[config.mk]
export PLATFORM = sky130hd
export DESIGN_NAME = nvm_ctrl
export DESIGN_NICKNAME = d
export VERILOG_FILES = /design/src/rtl/nvm_pkg.sv /design/src/rtl/nvm_array.sv /design/src/rtl/nvm_ctrl.sv
export SDC_FILE = /design/constraint.sdc
export NUM_CORES = 2
export LEC_CHECK = 0
export ABC_CLOCK_PERIOD_IN_PS = 8500
export BUFFER_PORTS_ARGS = -buffer_cell sky130_fd_sc_hd__buf_4
export CAP_MARGIN = 15
export CELL_PAD_IN_SITES_DETAIL_PLACEMENT = 1
export CELL_PAD_IN_SITES_GLOBAL_PLACEMENT = 1
export CORE_MARGIN = 2
export CORE_UTILIZATION = 50
export DETAILED_ROUTE_END_ITERATION = 10
export HOLD_SLACK_MARGIN = 0.08
export PLACE_DENSITY_LB_ADDON = 0.12
export SYNTH_ARGS = -nofsm -noshare
export SYNTH_HDL_FRONTEND = slang
export SYNTH_SLANG_ARGS = --single-unit
export TNS_END_PERCENT = 1
[constraint.sdc]
create_clock -name I_REF_CLK -period 8.5 [get_ports I_REF_CLK]
set_input_delay 0.85 -clock I_REF_CLK [delete_from_list [all_inputs] [get_ports I_REF_CLK]]
set_output_delay 0.85 -clock I_REF_CLK [all_outputs]
set_load 0.03 [all_outputs]
[src/rtl/nvm_pkg.sv]
// constants for the on-chip nonvolatile data store access controller
// assumes a core-side i/o register port and one 100 MHz clock
//
// Contract
// [RULE_01] a write in progress runs on through deep sleep and completes
// [RULE_02] write timing clock stays requested after a write done in sleep
// [RULE_03] system reset during a write does not abort it
// [RULE_04] address bits 15:9 and control bits 7:4 read as zero
// [RULE_05] array is byte addressed by a 9-bit linear address, 0 to 511
// [RULE_06] address undefined after reset; software loads it before access
// [RULE_07] data register supplies write byte and receives read byte
// [RULE_08] bit 3 with global flag gives a level irq while strobe clear
// [RULE_09] write strobe starts write only within four cycles of master enable
// [RULE_10] master write enable self-clears four cycles after being set
// [RULE_11] software sets address, data, master enable, then write strobe
// [RULE_12] read strobe loads data register at current address at once
// [RULE_13] a read stalls the core for four cycles
// [RULE_14] registers at i/o 0x00-0x3f, or plus 0x20 in data space
// [RULE_15] bit set/clear up to 0x1f touches only the addressed bit
// [RULE_16] write strobe stays set during a write, hardware clears it
// [RULE_17] write lasts 27072 cycles of the calibrated rc oscillator
// [RULE_18] during a write reads are ignored and address is frozen
// [RULE_19] a write start stalls the core for two cycles
// [RULE_20] a write strobe during an ongoing write is ignored
package nvm_pkg;
	localparam logic [5:0] ADDR_CONTROL  = 6'h1f;
	localparam logic [5:0] ADDR_DATA     = 6'h20;
	localparam logic [5:0] ADDR_ADDR_LOW = 6'h21;
	localparam logic [5:0] ADDR_ADDR_HI  = 6'h22;
	localparam logic [6:0] DATA_SPACE_OFS = 7'h20;
	localparam logic [5:0] BIT_ACCESS_MAX = 6'h1f;
	localparam int CTL_READ   = 0;
	localparam int CTL_WRITE  = 1;
	localparam int CTL_MWE    = 2;
	localparam int CTL_IRQ_EN = 3;
	localparam int NVM_DEPTH  = 512;
	localparam int NVM_AW     = 9;
	localparam int MWE_WINDOW_CYC = 4;
	localparam int READ_STALL_CYC = 4;
	localparam int WRITE_STALL_CYC = 2;
	localparam int RC_WRITE_CYC = 27072;
	localparam logic [2:0] MWE_CNT_W = 3'(MWE_WINDOW_CYC);
	localparam logic [2:0] RD_STALL_W = 3'(READ_STALL_CYC);
	localparam logic [2:0] WR_STALL_W = 3'(WRITE_STALL_CYC);
	typedef enum logic [1:0] {ST_IDLE, ST_WRITING} wr_state_t;
endpackage : nvm_pkg

[src/rtl/nvm_array.sv]
// byte array of the nonvolatile store, registered read data
// assumes single port use: never read and written in one cycle
`timescale 1ns/1ps
module nvm_array
	import nvm_pkg::*;
(
	// clock
	input  wire logic              clk,
	// access
	input  wire logic              i_we,
	input  wire logic              i_re,
	input  wire logic [NVM_AW-1:0] i_addr,
	input  wire logic [7:0]        i_wdata,
	output logic      [7:0]        o_rdata
);
	logic [7:0] mem [NVM_DEPTH];

	always_ff @(posedge clk) begin
		if (i_we) begin
			mem[i_addr] <= i_wdata; // [RULE_05]
		end
		if (i_re) begin
			o_rdata <= mem[i_addr];
		end
	end
endmodule : nvm_array

[src/rtl/nvm_ctrl.sv]
// access controller: i/o registers, write timing, core stall
// assumes the core holds its i/o strobes one cycle and obeys stall
`timescale 1ns/1ps
module nvm_ctrl
	import nvm_pkg::*;
(
	// clocks and resets
	input  wire logic       I_REF_CLK,
	input  wire logic       I_RST_N,
	input  wire logic       I_RC_TICK,
	input  wire logic       I_SYS_RST,
	// core i/o port
	input  wire logic [6:0] I_IO_ADDR,
	input  wire logic       I_IO_DSPACE,
	input  wire logic       I_IO_WR,
	input  wire logic       I_IO_RD,
	input  wire logic       I_IO_BITOP,
	input  wire logic       I_IO_BITVAL,
	input  wire logic [2:0] I_IO_BITSEL,
	input  wire logic [7:0] I_IO_WDATA,
	output logic      [7:0] O_IO_RDATA,
	output logic            O_IO_HIT,
	// core status
	input  wire logic       I_GLOBAL_IRQ_EN,
	input  wire logic       I_DEEP_SLEEP,
	output logic            O_CPU_STALL,
	output logic            O_READY_IRQ,
	output logic            O_WRITE_CLK_REQ
);
	logic [5:0]        io_addr;
	logic              addr_ok;
	logic              sel_ctl;
	logic              sel_dat;
	logic              sel_alo;
	logic              sel_ahi;
	logic              wr_any;
	logic [7:0]        wval;
	logic [7:0]        ctl_view;
	logic [NVM_AW-1:0] nvm_address_reg;
	logic [7:0]        nvm_data_reg;
	logic              irq_en_reg;
	logic              mwe_reg;
	logic [2:0]        mwe_cnt_reg;
	logic [2:0]        stall_reg;
	logic [14:0]       rc_cnt_reg;
	logic              rd_pend_reg;
	logic              writing;
	logic              wr_start;
	logic              rd_start;
	logic              mwe_set;
	logic [7:0]        arr_rdata;
	wr_state_t         state_reg;

	// ----------------------------------------
	// address decode
	// ----------------------------------------
	always_comb begin
		io_addr = I_IO_ADDR[5:0];
		addr_ok = 1'b0;
		if (I_IO_DSPACE) begin
			io_addr = 6'(I_IO_ADDR - DATA_SPACE_OFS); // [RULE_14]
			// top of the 7-bit range would wrap onto low i/o slots
			addr_ok = I_IO_ADDR >= DATA_SPACE_OFS
				&& !(I_IO_ADDR[6] && I_IO_ADDR[5]);
		end else begin
			addr_ok = ~I_IO_ADDR[6];
		end
	end
	assign sel_ctl = addr_ok && io_addr == ADDR_CONTROL;
	assign sel_dat = addr_ok && io_addr == ADDR_DATA;
	assign sel_alo = addr_ok && io_addr == ADDR_ADDR_LOW;
	assign sel_ahi = addr_ok && io_addr == ADDR_ADDR_HI;
	assign O_IO_HIT = sel_ctl | sel_dat | sel_alo | sel_ahi;
	assign writing = state_reg == ST_WRITING;
	assign ctl_view = {4'h0, irq_en_reg, mwe_reg, writing, 1'b0}; // [RULE_04]

	// bit ops only reach the low window, and change one bit alone
	always_comb begin
		wval = I_IO_WDATA;
		wr_any = I_IO_WR;
		if (I_IO_BITOP) begin
			wval = ctl_view;
			wval[I_IO_BITSEL] = I_IO_BITVAL; // [RULE_15]
			wr_any = sel_ctl && io_addr <= BIT_ACCESS_MAX;
		end
	end

	// strobe set with a live master enable, not already writing
	// a bit op carries the rest of the view: only its own bit counts
	assign mwe_set = wr_any && sel_ctl && wval[CTL_MWE]
		&& !(I_IO_BITOP && I_IO_BITSEL != 3'(CTL_MWE)); // [RULE_15]
	assign wr_start = wr_any && sel_ctl && wval[CTL_WRITE] && mwe_reg
		&& !writing
		&& (I_IO_BITOP || !wval[CTL_MWE]); // [RULE_09] [RULE_20]
	assign rd_start = wr_any && sel_ctl && wval[CTL_READ]
		&& !writing; // [RULE_18]

	// ----------------------------------------
	// control bits
	// ----------------------------------------
	always_ff @(posedge I_REF_CLK or negedge I_RST_N) begin
		if (!I_RST_N) begin
			irq_en_reg <= 1'b0;
		end else if (I_SYS_RST) begin
			irq_en_reg <= 1'b0;
		end else if (wr_any && sel_ctl) begin
			irq_en_reg <= wval[CTL_IRQ_EN];
		end
	end

	always_ff @(posedge I_REF_CLK or negedge I_RST_N) begin
		if (!I_RST_N) begin
			mwe_reg     <= 1'b0;
			mwe_cnt_reg <= 3'h0;
		end else if (I_SYS_RST) begin
			mwe_reg     <= 1'b0;
			mwe_cnt_reg <= 3'h0;
		end else if (mwe_set) begin
			mwe_reg     <= 1'b1;
			mwe_cnt_reg <= MWE_CNT_W;
		end else if (mwe_cnt_reg != 3'h0) begin
			mwe_cnt_reg <= mwe_cnt_reg - 3'h1;
			mwe_reg     <= mwe_cnt_reg != 3'h1; // [RULE_10]
		end else begin
			mwe_reg <= 1'b0;
		end
	end

	// ----------------------------------------
	// address and data registers
	// ----------------------------------------
	// address has no reset: software must load it first
	always_ff @(posedge I_REF_CLK) begin
		if (wr_any && sel_alo && !writing) begin
			nvm_address_reg[7:0] <= wval; // [RULE_06] [RULE_18]
		end
		if (wr_any && sel_ahi && !writing) begin
			nvm_address_reg[8] <= wval[0];
		end
	end

	always_ff @(posedge I_REF_CLK or negedge I_RST_N) begin
		if (!I_RST_N) begin
			nvm_data_reg <= 8'h00;
		end else if (rd_pend_reg) begin
			nvm_data_reg <= arr_rdata; // [RULE_07] [RULE_12]
		end else if (wr_any && sel_dat) begin
			nvm_data_reg <= wval;
		end
	end

	always_ff @(posedge I_REF_CLK or negedge I_RST_N) begin
		if (!I_RST_N) begin
			rd_pend_reg <= 1'b0;
		end else begin
			rd_pend_reg <= rd_start;
		end
	end

	// ----------------------------------------
	// write timer
	// ----------------------------------------
	// system reset and sleep never reach this: only I_RST_N ends a write early
	always_ff @(posedge I_REF_CLK or negedge I_RST_N) begin
		if (!I_RST_N) begin
			state_reg  <= ST_IDLE;
			rc_cnt_reg <= 15'h0000;
		end else begin
			case (state_reg)
				ST_IDLE: begin
					if (wr_start) begin
						state_reg  <= ST_WRITING;
						rc_cnt_reg <= 15'(RC_WRITE_CYC - 1); // [RULE_17]
					end
				end
				ST_WRITING: begin
					if (I_RC_TICK) begin
						if (rc_cnt_reg == 15'h0000) begin
							state_reg <= ST_IDLE; // [RULE_16]
						end else begin
							rc_cnt_reg <= rc_cnt_reg - 15'h0001;
						end
					end
				end
				default: begin
					state_reg <= ST_IDLE;
				end
			endcase
		end
	end // [RULE_01] [RULE_03]

	// rc clock kept requested after a sleep write: costs sleep current
	always_ff @(posedge I_REF_CLK or negedge I_RST_N) begin
		if (!I_RST_N) begin
			O_WRITE_CLK_REQ <= 1'b0;
		end else if (wr_start) begin
			O_WRITE_CLK_REQ <= 1'b1;
		end else if (!writing && !I_DEEP_SLEEP) begin
			O_WRITE_CLK_REQ <= 1'b0; // [RULE_02]
		end
	end

	// ----------------------------------------
	// core stall
	// ----------------------------------------
	always_ff @(posedge I_REF_CLK or negedge I_RST_N) begin
		if (!I_RST_N) begin
			stall_reg <= 3'h0;
		end else if (rd_start) begin
			stall_reg <= RD_STALL_W; // [RULE_13]
		end else if (wr_start) begin
			stall_reg <= WR_STALL_W; // [RULE_19]
		end else if (stall_reg != 3'h0) begin
			stall_reg <= stall_reg - 3'h1;
		end
	end
	assign O_CPU_STALL = stall_reg != 3'h0;

	// level request, held for as long as no write runs
	assign O_READY_IRQ = irq_en_reg && I_GLOBAL_IRQ_EN && !writing; // [RULE_08]

	// ----------------------------------------
	// read mux and array
	// ----------------------------------------
	always_ff @(posedge I_REF_CLK or negedge I_RST_N) begin
		if (!I_RST_N) begin
			O_IO_RDATA <= 8'h00;
		end else if (I_IO_RD) begin
			O_IO_RDATA <= sel_ctl ? ctl_view :
				sel_dat ? nvm_data_reg :
				sel_alo ? nvm_address_reg[7:0] :
				sel_ahi ? {7'h00, nvm_address_reg[8]} : 8'h00; // [RULE_04]
		end
	end

	nvm_array u_array (
		.clk     (I_REF_CLK),
		.i_we    (wr_start),
		.i_re    (rd_start),
		.i_addr  (nvm_address_reg),
		.i_wdata (nvm_data_reg),
		.o_rdata (arr_rdata)
	);
endmodule : nvm_ctrl

==> run summary <==
FILL cells - 26,800
Total GRT Usage - 29.1%
largest net degree at the start of global routing - 222
EDFF count, synth - 4,113
layout cells sized above 1 - 25.2%
setup repair bufs after CTS - 0
hold violation total from the final report - 0
flip-flop and latch area - 125,000 µm²
critical path's slowest cell - nor4_1
area grow syn2layout - 11.8%
H-Tree Depth - 5
CP Class - register to register
sequential-to-total area share from yosys stat - 77.3%
Placed Instance Area - 167,000 µm²
post-layout util - 56.1%
Tcrit/Tclk final - 66.6%
Core Rows - 208
Main synth FF type - edfxtp_1
GR Overflow Total - 0
GRT busiest layer - met2
Largest register FFs - 4,096
nets - 7,519
hpwl dp - 286 mm
gpl congestion - 0.870
CTS resizes - 0
met2 usage - 43.9%
post-synthesis mux area share - 17.1%
initial drt markers - 10,200
DRC Markers - 0
crit-path max cell delay - 780 ps
fin area - 180,000 µm²
routing usage on met3 - 6.55%
fin crit period - 5660 ps
initial antenna violation count - 39
maximum buffer depth of the clock tree - 4
CTS tree - done
setup TNS - 0 ps
Power Dens Cells - 235 nW/µm²
post-synthesis simple-gate area fraction - 2.52%
Compound-Gate Fraction of Synth Area - 1.53%
Lkg Pwr - 55.2 nW
Yosys warnings - 0
root buf cell - clkbuf_16
ys async rst share - 1.01%
min-delay worst type - primary input to register
Max-Cap Viols - 0
Die Area - 327,000 µm²
post-synth cell types - 64
Die Ht - 572 µm
Clock Pin Slew Worst Setup and Hold Paths - 60 ps
IO buf count - 40
Net Count, Synth - 7,292
max_slew headroom - 8.54%
Die W - 572 µm
R2R Setup Slk - 2840 ps
Slew @ Worst Pin - 1370 ps
Worst setup EP type - register
Clock Skew - 52.4 ps
first-pass GRT wire length - 661 mm
outcome - finished, final reports clean
required time of the worst setup path - 9170 ps
wire length per cell - 38.8 µm
initial core utilization - 50.2%
final setup vio count - 0
Mapped Cells - 7,257
#FFs+latches synth - 4,155
via count - 79,000
Core Region - 321,000 µm²
RSZ-0062 raised after global routing - no
TritonCTS Buffers - 418
multi-input gate area in the final layout - 34,600 µm²
# clock sinks - 4,155
worst skew pair latency - 1000 ps
1st-pass router iterations - 6
Ports - 41
Adder-Cell Fraction of Synth Area - 0.0466%
Max Clock Freq - 177 MHz
met1 usage - 41.9%
Total Power - 42.3 mW
crit-path cells - buf_12, buf_12, buf_4, mux4_2, mux2_2, and3_1, nor4_1, nand4_1, nor4_1, nand4_1
WP data arrival - 6330 ps
vias in the first global route - 80,900
Vias/cell - 6.50
post-synthesis xor/xnor area fraction - 0.0707%
main combinational cell family by area after synthesis - multiplexers
Routed Antenna Nets - 0
VDD IR max - 0.000181 V
Startpoint Class - register
Slew Limit Fails - 0
Mapped Area - 161,000 µm²
number of hold buffers added after CTS - 2
Post-Syn Area per Cell - 22.2 µm²
crit-path max FO - 109
drt total wl - 471 mm
through the flow:
| stage | setup slack, ps | instances | hold WS (ps) |
|---|---|---|---|
| 6_report | 2840 | 12100 | 169 |
| 5_1_grt | 2850 | 12100 | 144 |
| 4_1_cts | 3000 | 12100 | 111 |
| 3_5_place_dp | 3020 | 11400 | 505 |
| 3_3_place_gp | 2680 | 11300 | 480 |
| 2_1_floorplan | 1010 | 7257 | 426 |
cell usage in the layout (no fill, tap or decap), types with 8 or more instances in the layout:
cell type   synthesis  layout
a221oi_1           20      20
mux2_2             11      11
nand3_1            83      71
nand2b_1           11      11
clkbuf_1          185      95
a32oi_1            16      16
or4_1              12      12
and3_1              8       8
nor3_1             15      12
nor2b_1            30      24
edfxtp_1         4113    4113
o21ai_0            41      40
nor2_1            585     581
nand2_1           101      97
buf_4              56     196
a211oi_1            9       9
inv_1              21      21
o211ai_1           10      10
dfrtp_4             0       8
nand3_4             0      12
bufinv_16           0      30
clkinvlp_4          0       9
mux4_2           1120    1120
a21oi_1            39      39
nand4_1            25      25
inv_6               0      10
mux2i_1           222     222
clkbuf_16           0     428
clkinv_2            0      60
dfrtp_1            42      34
a22o_1             15      15
a22oi_1           115     115
diode_2             0      13
buf_12              0      32
a31oi_1            11      11
o22ai_1            28      28
nor4_1             13      12
clkinv_1            0     120
layout make-up:
cell class	instances	area share [%]
diodes	13	0.0181
flip-flops and latches	4155	69.2
inverters	22	0.0500
clock inverters	239	1.09
multi-input cells	2645	19.2
clock buffers	523	6.15
well taps	4305	2.99
repair buffers	242	1.29
worst max-delay path, delay by kind of cell, from the launching register on:
family | cells | cell delay (ps)
muxes | 2 | 720
DFF | 1 | 410
buffers and inverters | 3 | 1540
and+or+nand+nor | 5 | 2350
worst paths after layout:
kind / startpoint / to / cells after the start
hold / removal: I_DEEP_SLEEP / O_WRITE_CLK_REQ$_DFFE_PN0P_ / 3
setup / recovery: nvm_address_reg[1]$_DFFE_PP_ / u_array.o_rdata[5]$_DFFE_PP_ / 10
max in group asynchronous: I_RST_N / nvm_data_reg[1]$_DFFE_PN0P_ / 2
hold reg to reg: rc_cnt_reg[0]$_DFFE_PN0P_ / rc_cnt_reg[0]$_DFFE_PN0P_ / 1
min in group asynchronous: I_RST_N / mwe_cnt_reg[0]$_DFFE_PN0P_ / 2
setup reg to reg: nvm_address_reg[1]$_DFFE_PP_ / u_array.o_rdata[5]$_DFFE_PP_ / 10
Yosys cell counts, drive strengths merged, types with 7 or more instances:
cell type | n | area (µm²)
dfrtp | 42 | 1050
xor2 | 7 | 61.3
clkbuf | 185 | 694
or4 | 12 | 90.1
nor4 | 13 | 81.3
buf | 250 | 1460
a22oi | 115 | 863
and2 | 7 | 43.8
a221oi | 20 | 175
a21oi | 39 | 195
nor2 | 585 | 2200
o211ai | 10 | 75.1
edfxtp | 4113 | 124000
a31oi | 11 | 68.8
nand4 | 25 | 156
o22ai | 28 | 175
nor3 | 15 | 75.1
mux2 | 11 | 124
nand3 | 83 | 415
a32oi | 16 | 140
mux2i | 222 | 2220
nand2 | 101 | 379
mux4 | 1120 | 25200
a22o | 15 | 131
and3 | 8 | 50.1
nand2b | 11 | 68.8
a211oi | 9 | 67.6
o21ai | 41 | 205
nand3b | 7 | 52.6
nor2b | 30 | 188
inv | 22 | 82.6
routing by layer:
| metal | wire [µm] | up-vias |
|---|---|---|
| li1 | - | 31100 |
| met1 | 191000 | 43300 |
| met2 | 218000 | 3849 |
| met3 | 42100 | 764 |
| met4 | 19300 | 24 |
| met5 | 151 | - |
cells by family (layout without fill, tap and decap cells):
logic type / Yosys count / in the layout
AOI/OAI and AO/OA: 344 / 344
xor gates and xnor gates: 13 / 13
adders and majority gates: 6 / 6
buffers and inverters: 457 / 1026
DFF: 4155 / 4155
muxes: 1353 / 1353
other: 0 / 13
and+or+nand+nor: 929 / 929
power by group:
part / switching (mW) / internal, mW / total (mW) / leakage [nW]
logic: 1.01 / 0.153 / 1.16 / 12.2
clock network: 7.78 / 10.1 / 17.9 / 6.35
registers: 0.113 / 23.1 / 23.3 / 36.6
total: 8.91 / 33.4 / 42.3 / 55.2
Note: power is estimated with default switching activity, not from simulation.
